--- src/hw/msc_pkg.sv ---
// Constants shared by the mode and system control block
package msc_pkg;
	localparam int unsigned MSC_ADR_W = 8;
	localparam int unsigned MSC_DAT_W = 32;
	localparam int unsigned MSC_REG_W = 8;
	localparam int unsigned MSC_MODE_W = 3;

	// Byte addresses of the word-aligned registers
	localparam logic [MSC_ADR_W-1:0] MSC_OFS_MODE_PIN_STATUS = 8'h00;
	localparam logic [MSC_ADR_W-1:0] MSC_OFS_SYSTEM_CONTROL = 8'h04;
	localparam logic [MSC_ADR_W-1:0] MSC_OFS_PORT_FUNCTION = 8'h08;
	localparam logic [1:0] MSC_ADR_ALIGN = 2'h0;

	// Mode pin status fields
	localparam int unsigned MSC_MDS_TOP_BIT = 7;
	localparam logic MSC_MDS_TOP_RST = 1'h1;
	localparam logic [MSC_MODE_W-1:0] MSC_LVL_RST = 3'h0;
	localparam logic [3:0] MSC_MDS_RSVD = 4'h0;

	// The only supported operating mode: all pins high
	localparam logic [MSC_MODE_W-1:0] MSC_MODE_SEVEN = 3'h7;

	// System control fields
	localparam int unsigned MSC_SYS_MAC_SATURATE_SELECT_BIT = 7;
	localparam int unsigned MSC_SYS_INTM_HI = 5;
	localparam int unsigned MSC_SYS_INTM_LO = 4;
	localparam int unsigned MSC_SYS_NMI_EDGE_SELECT_BIT = 3;
	localparam int unsigned MSC_SYS_ONCHIP_RAM_ENABLE_BIT = 0;
	localparam logic MSC_MAC_SATURATE_SELECT_RST = 1'h0;
	localparam logic MSC_NMI_EDGE_SELECT_RST = 1'h0;
	localparam logic MSC_ONCHIP_RAM_ENABLE_RST = 1'h1;
	localparam logic MSC_ZERO_BIT = 1'h0;

	// Interrupt control mode codes
	localparam logic [1:0] MSC_INTM_MODE0 = 2'h0;
	localparam logic [1:0] MSC_INTM_MODE2 = 2'h2;

	// Port F bit seven function: 0 plain I/O port, 1 control or clock
	localparam int unsigned MSC_PF7_ALT_BIT = 0;
	localparam logic MSC_PF7_ALT_RST = 1'h0;

	localparam logic [MSC_DAT_W-1:0] MSC_DAT_ZERO = 32'h0000_0000;
	localparam logic [MSC_REG_W-1:0] MSC_BYTE_ZERO = 8'h00;
endpackage

--- src/hw/msc_pin_if.sv ---
// Synchronised mode pin levels passed from the pin synchroniser to the core
`timescale 1ns/1ps
interface msc_pin_if;
	logic [2:0] level;

	modport sync (output level);
	modport core (input level);
endinterface

--- src/hw/msc_pin_sync.sv ---
// Three-stage synchroniser for the mode select pins
`timescale 1ns/1ps
module msc_pin_sync
	import msc_pkg::*;
(
	input wire logic mclk_i, // System clock
	input wire logic reset_i, // Synchronous reset, active high
	input wire logic [MSC_MODE_W-1:0] pins_i, // Raw mode select pins
	msc_pin_if.sync pin_bus // Filtered pin levels
);
	logic [MSC_MODE_W-1:0] s1_ff;
	logic [MSC_MODE_W-1:0] s2_ff;
	logic [MSC_MODE_W-1:0] s3_ff;
	logic [MSC_MODE_W-1:0] lvl_ff;
	logic [MSC_MODE_W-1:0] nxt_s1;
	logic [MSC_MODE_W-1:0] nxt_s2;
	logic [MSC_MODE_W-1:0] nxt_s3;
	logic [MSC_MODE_W-1:0] nxt_lvl;

	// The board straps are static, so a few cycles of latency cost nothing
	always_comb begin
		nxt_s1 = pins_i;
		nxt_s2 = s1_ff;
		nxt_s3 = s2_ff;
		nxt_lvl = lvl_ff;
		if (s2_ff == s3_ff) begin
			nxt_lvl = s3_ff;
		end
	end

	always_ff @(posedge mclk_i) begin
		if (reset_i) begin
			s1_ff <= MSC_LVL_RST;
			s2_ff <= MSC_LVL_RST;
			s3_ff <= MSC_LVL_RST;
			lvl_ff <= MSC_LVL_RST;
		end else begin
			s1_ff <= nxt_s1;
			s2_ff <= nxt_s2;
			s3_ff <= nxt_s3;
			lvl_ff <= nxt_lvl;
		end
	end

	assign pin_bus.level = lvl_ff;
endmodule

--- src/hw/msc_top.sv ---
// Mode pin status and system control registers behind a Wishbone slave
`timescale 1ns/1ps
module msc_top
	import msc_pkg::*;
(
	input wire logic mclk_i, // System clock, 250 MHz
	input wire logic reset_i, // Synchronous reset, active high
	input wire logic wb_cyc_i, // Wishbone cycle
	input wire logic wb_stb_i, // Wishbone strobe
	input wire logic wb_we_i, // Wishbone write enable
	input wire logic [MSC_ADR_W-1:0] wb_adr_i, // Wishbone byte address
	input wire logic [3:0] wb_sel_i, // Wishbone byte selects
	input wire logic [MSC_DAT_W-1:0] wb_dat_i, // Wishbone write data
	output logic [MSC_DAT_W-1:0] wb_dat_o, // Wishbone read data
	output logic wb_ack_o, // Wishbone acknowledge
	input wire logic mode_select_pin_2_i, // Mode strap pin 2
	input wire logic mode_select_pin_1_i, // Mode strap pin 1
	input wire logic mode_select_pin_0_i, // Mode strap pin 0
	output logic mode_ok_o, // Straps select the supported mode
	output logic mac_saturate_select_o, // Saturating multiply-accumulate
	output logic [1:0] irq_ctrl_mode_o, // Interrupt control mode code
	output logic nmi_edge_select_o, // NMI edge: 1 rising, 0 falling
	output logic onchip_ram_enable_o, // On-chip RAM enable
	output logic onchip_rom_enable_o, // On-chip ROM enable
	output logic ext_addr_enable_o, // External address accesses allowed
	output logic ports_io_enable_o, // All ports usable as general I/O
	output logic port_f_bit_seven_alt_o // Port F bit seven carries control or clock
);
	msc_pin_if pin_bus ();

	msc_pin_sync u_sync (
		.mclk_i(mclk_i),
		.reset_i(reset_i),
		.pins_i({mode_select_pin_2_i, mode_select_pin_1_i, mode_select_pin_0_i}),
		.pin_bus(pin_bus)
	);

	function automatic logic adr_hit(input logic [MSC_ADR_W-1:0] adr,
		input logic [MSC_ADR_W-1:0] ofs);
		adr_hit = (adr[MSC_ADR_W-1:2] == ofs[MSC_ADR_W-1:2]) && (adr[1:0] == MSC_ADR_ALIGN);
	endfunction

	logic ack_ff;
	logic [MSC_DAT_W-1:0] dat_ff;
	logic mds_top_ff;
	logic [MSC_MODE_W-1:0] mds_lvl_ff;
	logic mac_saturate_select_ff;
	logic [1:0] intm_ff;
	logic nmi_edge_select_ff;
	logic onchip_ram_enable_ff;
	logic pf7_alt_ff;
	logic mode_ok_ff;
	logic rom_en_ff;
	logic ext_en_ff;
	logic ports_io_ff;
	logic nxt_ack;
	logic [MSC_DAT_W-1:0] nxt_dat;
	logic nxt_mds_top;
	logic [MSC_MODE_W-1:0] nxt_mds_lvl;
	logic nxt_mac_saturate_select;
	logic [1:0] nxt_intm;
	logic nxt_nmi_edge_select;
	logic nxt_onchip_ram_enable;
	logic nxt_pf7_alt;
	logic nxt_mode_ok;
	logic access;
	logic decode;
	logic commit;
	logic [MSC_REG_W-1:0] wr_byte;
	logic [MSC_REG_W-1:0] sys_rd;

	assign access = wb_cyc_i && wb_stb_i;
	// Decode on the first cycle and ack on the next; writes land on the edge where ack is seen
	assign decode = access && !ack_ff;
	assign commit = access && ack_ff && wb_we_i && wb_sel_i[0];
	assign wr_byte = wb_dat_i[MSC_REG_W-1:0];

	always_comb begin
		sys_rd = MSC_BYTE_ZERO;
		sys_rd[MSC_SYS_MAC_SATURATE_SELECT_BIT] = mac_saturate_select_ff;
		sys_rd[MSC_SYS_INTM_HI:MSC_SYS_INTM_LO] = intm_ff;
		sys_rd[MSC_SYS_NMI_EDGE_SELECT_BIT] = nmi_edge_select_ff;
		sys_rd[MSC_SYS_ONCHIP_RAM_ENABLE_BIT] = onchip_ram_enable_ff;
	end

	always_comb begin
		nxt_ack = decode;
		nxt_dat = dat_ff;
		nxt_mds_top = mds_top_ff;
		nxt_mds_lvl = mds_lvl_ff;
		nxt_mac_saturate_select = mac_saturate_select_ff;
		nxt_intm = intm_ff;
		nxt_nmi_edge_select = nmi_edge_select_ff;
		nxt_onchip_ram_enable = onchip_ram_enable_ff;
		nxt_pf7_alt = pf7_alt_ff;
		nxt_mode_ok = (pin_bus.level == MSC_MODE_SEVEN);
		if (decode) begin
			nxt_dat = MSC_DAT_ZERO;
			if (!wb_we_i && adr_hit(wb_adr_i, MSC_OFS_MODE_PIN_STATUS)) begin
				// Read latches the pins; the reply carries the fresh capture
				nxt_mds_lvl = pin_bus.level;
				nxt_dat[MSC_REG_W-1:0] = {mds_top_ff, MSC_MDS_RSVD, pin_bus.level};
			end else if (!wb_we_i && adr_hit(wb_adr_i, MSC_OFS_SYSTEM_CONTROL)) begin
				nxt_dat[MSC_REG_W-1:0] = sys_rd;
			end else if (!wb_we_i && adr_hit(wb_adr_i, MSC_OFS_PORT_FUNCTION)) begin
				nxt_dat[MSC_PF7_ALT_BIT] = pf7_alt_ff;
			end
		end
		if (commit) begin
			if (adr_hit(wb_adr_i, MSC_OFS_MODE_PIN_STATUS)) begin
				nxt_mds_top = wr_byte[MSC_MDS_TOP_BIT];
			end else if (adr_hit(wb_adr_i, MSC_OFS_SYSTEM_CONTROL)) begin
				nxt_mac_saturate_select = wr_byte[MSC_SYS_MAC_SATURATE_SELECT_BIT];
				nxt_nmi_edge_select = wr_byte[MSC_SYS_NMI_EDGE_SELECT_BIT];
				nxt_onchip_ram_enable = wr_byte[MSC_SYS_ONCHIP_RAM_ENABLE_BIT];
				// A prohibited code would leave the interrupt controller undefined
				if (wr_byte[MSC_SYS_INTM_HI:MSC_SYS_INTM_LO] == MSC_INTM_MODE0 ||
					wr_byte[MSC_SYS_INTM_HI:MSC_SYS_INTM_LO] == MSC_INTM_MODE2) begin
					nxt_intm = wr_byte[MSC_SYS_INTM_HI:MSC_SYS_INTM_LO];
				end
			end else if (adr_hit(wb_adr_i, MSC_OFS_PORT_FUNCTION)) begin
				nxt_pf7_alt = wr_byte[MSC_PF7_ALT_BIT];
			end
		end
	end

	always_ff @(posedge mclk_i) begin
		if (reset_i) begin
			ack_ff <= 1'b0;
			dat_ff <= MSC_DAT_ZERO;
			mds_top_ff <= MSC_MDS_TOP_RST;
			mds_lvl_ff <= MSC_LVL_RST;
			mac_saturate_select_ff <= MSC_MAC_SATURATE_SELECT_RST;
			intm_ff <= MSC_INTM_MODE0;
			nmi_edge_select_ff <= MSC_NMI_EDGE_SELECT_RST;
			onchip_ram_enable_ff <= MSC_ONCHIP_RAM_ENABLE_RST;
			pf7_alt_ff <= MSC_PF7_ALT_RST;
			mode_ok_ff <= 1'b0;
			rom_en_ff <= 1'b0;
			ext_en_ff <= 1'b0;
			ports_io_ff <= 1'b0;
		end else begin
			ack_ff <= nxt_ack;
			dat_ff <= nxt_dat;
			mds_top_ff <= nxt_mds_top;
			mds_lvl_ff <= nxt_mds_lvl;
			mac_saturate_select_ff <= nxt_mac_saturate_select;
			intm_ff <= nxt_intm;
			nmi_edge_select_ff <= nxt_nmi_edge_select;
			onchip_ram_enable_ff <= nxt_onchip_ram_enable;
			pf7_alt_ff <= nxt_pf7_alt;
			mode_ok_ff <= nxt_mode_ok;
			// Single-chip mode: ROM on, no external bus, every port is I/O
			rom_en_ff <= 1'b1;
			ext_en_ff <= 1'b0;
			ports_io_ff <= 1'b1;
		end
	end

	assign wb_ack_o = ack_ff;
	assign wb_dat_o = dat_ff;
	assign mode_ok_o = mode_ok_ff;
	assign mac_saturate_select_o = mac_saturate_select_ff;
	assign irq_ctrl_mode_o = intm_ff;
	assign nmi_edge_select_o = nmi_edge_select_ff;
	assign onchip_ram_enable_o = onchip_ram_enable_ff;
	assign onchip_rom_enable_o = rom_en_ff;
	assign ext_addr_enable_o = ext_en_ff;
	assign ports_io_enable_o = ports_io_ff;
	assign port_f_bit_seven_alt_o = pf7_alt_ff;

	logic rd_mds;
	logic rd_sys;
	logic wr_sys;
	assign rd_mds = decode && !wb_we_i && adr_hit(wb_adr_i, MSC_OFS_MODE_PIN_STATUS);
	assign rd_sys = decode && !wb_we_i && adr_hit(wb_adr_i, MSC_OFS_SYSTEM_CONTROL);
	assign wr_sys = commit && adr_hit(wb_adr_i, MSC_OFS_SYSTEM_CONTROL);
endmodule

--- config.mk ---
export PLATFORM = sky130hd
export DESIGN_NAME = msc_top
export DESIGN_NICKNAME = d
export VERILOG_FILES = /design/src/hw/msc_pkg.sv /design/src/hw/msc_pin_if.sv /design/src/hw/msc_pin_sync.sv /design/src/hw/msc_top.sv
export SDC_FILE = /design/constraint.sdc
export NUM_CORES = 1
export LEC_CHECK = 0
export BUFFER_PORTS_ARGS = -buffer_cell sky130_fd_sc_hd__buf_2
export CAP_MARGIN = 20
export CORE_UTILIZATION = 43
export DETAILED_ROUTE_END_ITERATION = 10
export GPL_TIMING_DRIVEN = 0
export PLACE_DENSITY = 0.84
export SLEW_MARGIN = 20
export SYNTH_ARGS = -nofsm -noshare
export SYNTH_HDL_FRONTEND = slang
export SYNTH_SLANG_ARGS = --single-unit
--- constraint.sdc ---
create_clock -name mclk_i -period 3.5 [get_ports mclk_i]
set_input_delay 0.875 -clock mclk_i [delete_from_list [all_inputs] [get_ports mclk_i]]
set_output_delay 0.875 -clock mclk_i [all_outputs]
set_load 0.1 [all_outputs]
==> key figures <==
Yosys
  – Fraction of registers with async set/reset: 0%
  – Synth area leaders: dfxtp_1, buf_4, mux2i_1
  – Yosys Warn Count: 0
  – Syn Area/Cell: a little under 10 um^2
  – Cells after synthesis: between 100 and 150
  – Cell accounting for the most synthesized area: dfxtp_1
  – Commonest cells post-synth: buf_4, dfxtp_1, nor2_1
  – Top-area cell type share of the netlist area: a little over two fifths
  – EDFF count, synth: 0
  – Synth Flop Type: dfxtp_1
  – Synthesized flop and latch total: 29
  – Netlist Area Pre-Place: approximately 1300 um^2
  – Synth cell types: 32
  – Sequential-to-total area share from yosys stat: between 40 and 50%

GRT
  – Initial antenna violation count: 0
  – Pin count of the biggest net entering global routing: 11
  – Total track usage: around 16%
  – Total grt overflow: 0
  – Number of global-route vias before repair: 921
  – First-pass GRT wire length: between 3000 and 4000 um

Pwr
  – Combinational cell fraction of total power: a little over a quarter
  – Cell Int Power: roughly 0.47 mW
  – Sw Ratio: 36.2%
  – Final total power: roughly 0.74 mW
  – Clk network pwr share: around 27%
  – Leak pwr: between 0.8 and 0.9 nW
  – Sequential power share: roughly 46%
  – Worst vdd ir: approximately 0.22 mV
  – Sw power: ~0.27 mW
  – PwrDens: approximately 430 nW/um^2

CTS
  – Worst skew pair latency: 320 ps
  – CTS Buffer Depth: 2
  – CTS buffer count: 5
  – Clk slew on worst S/H paths: ~80 ps
  – Resized Gates After CTS: 0
  – # H-tree levels: 2
  – Post-CTS Setup Inserts: 0
  – Clock Sinks: 29
  – Root buf cell: clkbuf_4
  – # hold bufs at CTS: 0
  – CTS tree: done

Timing
  – Fmax: 496 MHz
  – Final min period: between 2000 and 2500 ps
  – Final setup viols: 0
  – Max Slew Vio Count: 0
  – Final Skew: about 9.4 ps
  – Final TNS setup: 0 ps
  – Final Hold Viols: 0
  – RSZ-0062 raised after global routing: no
  – Hold Slack: approximately 440 ps
  – Crit share post-route: between 50 and 60%

Worst setup path
  – Worst path slowest cell: buf_2
  – Crit end category: primary output
  – Crit Path Class: register to primary output
  – Crit-path cells: buf_4 -> buf_2
  – CP max stage delay: 410 ps
  – Critical-path maximum fanout: 2
  – WP data required: between 2000 and 3000 ps
  – CP Launch Type: register
  – Worst path top cell family by delay: buffers and inverters
  – CP Buf/Inv Count: 2
  – Worst EP arrival: around 1100 ps
  – Reg2reg setup slack: about 2200 ps

Detailed routing
  – Vias: ~1,100
  – Drt pass-1 iters: 7
  – DRC errors left: 7
  – Antenna Violating Nets Remaining: 0
  – Met1 Routed Length: just over 1000 um
  – Avg WL per Cell: between 10 and 15 um
  – Post-Route WL: roughly 2400 um
  – Routed wl met2: a little over 1000 um
  – Vias/cell: roughly 4.5
  – Top sig layer: met4
  – Iter 0 DRT Violations: 23
  – Metal3 WL: ~290 um

Floorplanning
  – Top Ports: 95
  – Starting Density: 46.7%
  – Total core area: 2850 um^2
  – Die Wd: slightly below 60 um
  – Die Height: around 58 um
  – Core Rows: 19
  – Die ar.: 3330 um^2

Status
  – Outcome: complete, but fails checks
  – Failing checks: design-rule violations

Placement
  – Final Wtd Congestion: approximately 0.8
  – Port buffer count: 37
  – HPWL Detailed: roughly 1900 um

Layout
  – Share of post-route cells with drive strength above 1: 36.9%
  – ANT cells: 0
  – Post-layout nets: about 260
  – Reg area: just under 600 um^2
  – Fillers: about 270
  – P&R area growth vs syn: 28.0%
  – Multi-input gate area: ~600 um^2

Worst hold path
  – Tightest Hold Check Type: register to register

Flow run
  – MaxCap Viol Count: 0
## cell type report
type / count / share of cell area, %
buffer: 31 / 13.5
clock buffer: 7 / 3.23
tap: 31 / 2.27
inverter: 2 / 0.440
sequential: 29 / 34.0
timing repair buffer: 37 / 10.9
multi-input combinational: 100 / 35.7
## sequential cells by signal, summed over array words and instances (netlist names), 2 cells and up
register              flops
wb_dat_o                  7
u_sync.nxt_s2             3
u_sync.nxt_s3             3
u_sync.pin_bus.level      3
u_sync.s3_ff              3
irq_ctrl_mode_o           2
## per-stage QoR
stage / cell area, um^2 / util [%] / std cells / worst slack, ps
floorplan: 1430 / - / 162 / 1270
global placement: 1650 / 57.9 / 230 / 1300
detailed placement: 1650 / 57.9 / 230 / 1260
CTS: 1710 / 59.8 / 237 / 1460
global route: 1710 / 59.8 / 237 / 1410
finish: 1710 / 59.8 / 237 / 1480
## layout by cell type (no fill, tap or decap), drive strengths merged
master and count:
o311ai 1, buf 66, o21ai 5, dfxtp 29, nor2 12, a21oi 2
and2 2, nand2b 1, xor2 3, conb 26, and4bb 1, and4 3
or4 1, and3b 1, mux2i 8, nand3b 2, and2b 1, nand2 4
a22o 2, nor4 2, dlygate4sd1 1, nand4 4, clkbuf 8, nor3b 2
nor3 2, nor2b 9, or3 2, o31ai 1, a22oi 3, inv 2
## per-layer routing
metal,vias to the layer above,GRT usage [%]
met5,-,0
met4,0,10.2
met3,4,7.59
met2,56,23.3
met1,463,19.9
li1,550,-
## final timing paths
check / cells after the start / endpoint / from
setup / recovery: 2 / ports_io_enable_o / ports_io_enable_o
hold / removal: 1 / u_sync.nxt_s3[2] / u_sync.nxt_s2[2]
setup reg to reg: 5 / irq_ctrl_mode_o[1] / wb_ack_o
hold reg to reg: 1 / u_sync.nxt_s3[2] / u_sync.nxt_s2[2]
## power by group through the flow
stage	Sequential, mW	Clock (mW)	Combinational, mW
2_1_floorplan	0.353	0	0.172
3_3_place_gp	0.346	0	0.200
3_5_place_dp	0.346	0	0.201
4_1_cts	0.338	0.211	0.201
5_1_grt	0.339	0.228	0.210
6_report	0.338	0.199	0.202
## cell families (layout without fill, tap and decap cells)
logic type	count (synthesis)	after routing	share of synthesized area, %
other	1	26	0.281
flip-flops	29	29	43.6
buffers and inverters	33	77	17.8
AND/OR/NAND/NOR	49	49	23.5
multiplexers	8	8	6.01
XOR/XNOR	3	3	1.97
AO/OA/AOI/OAI	14	14	6.85
Power figures use the tool's default switching activity.
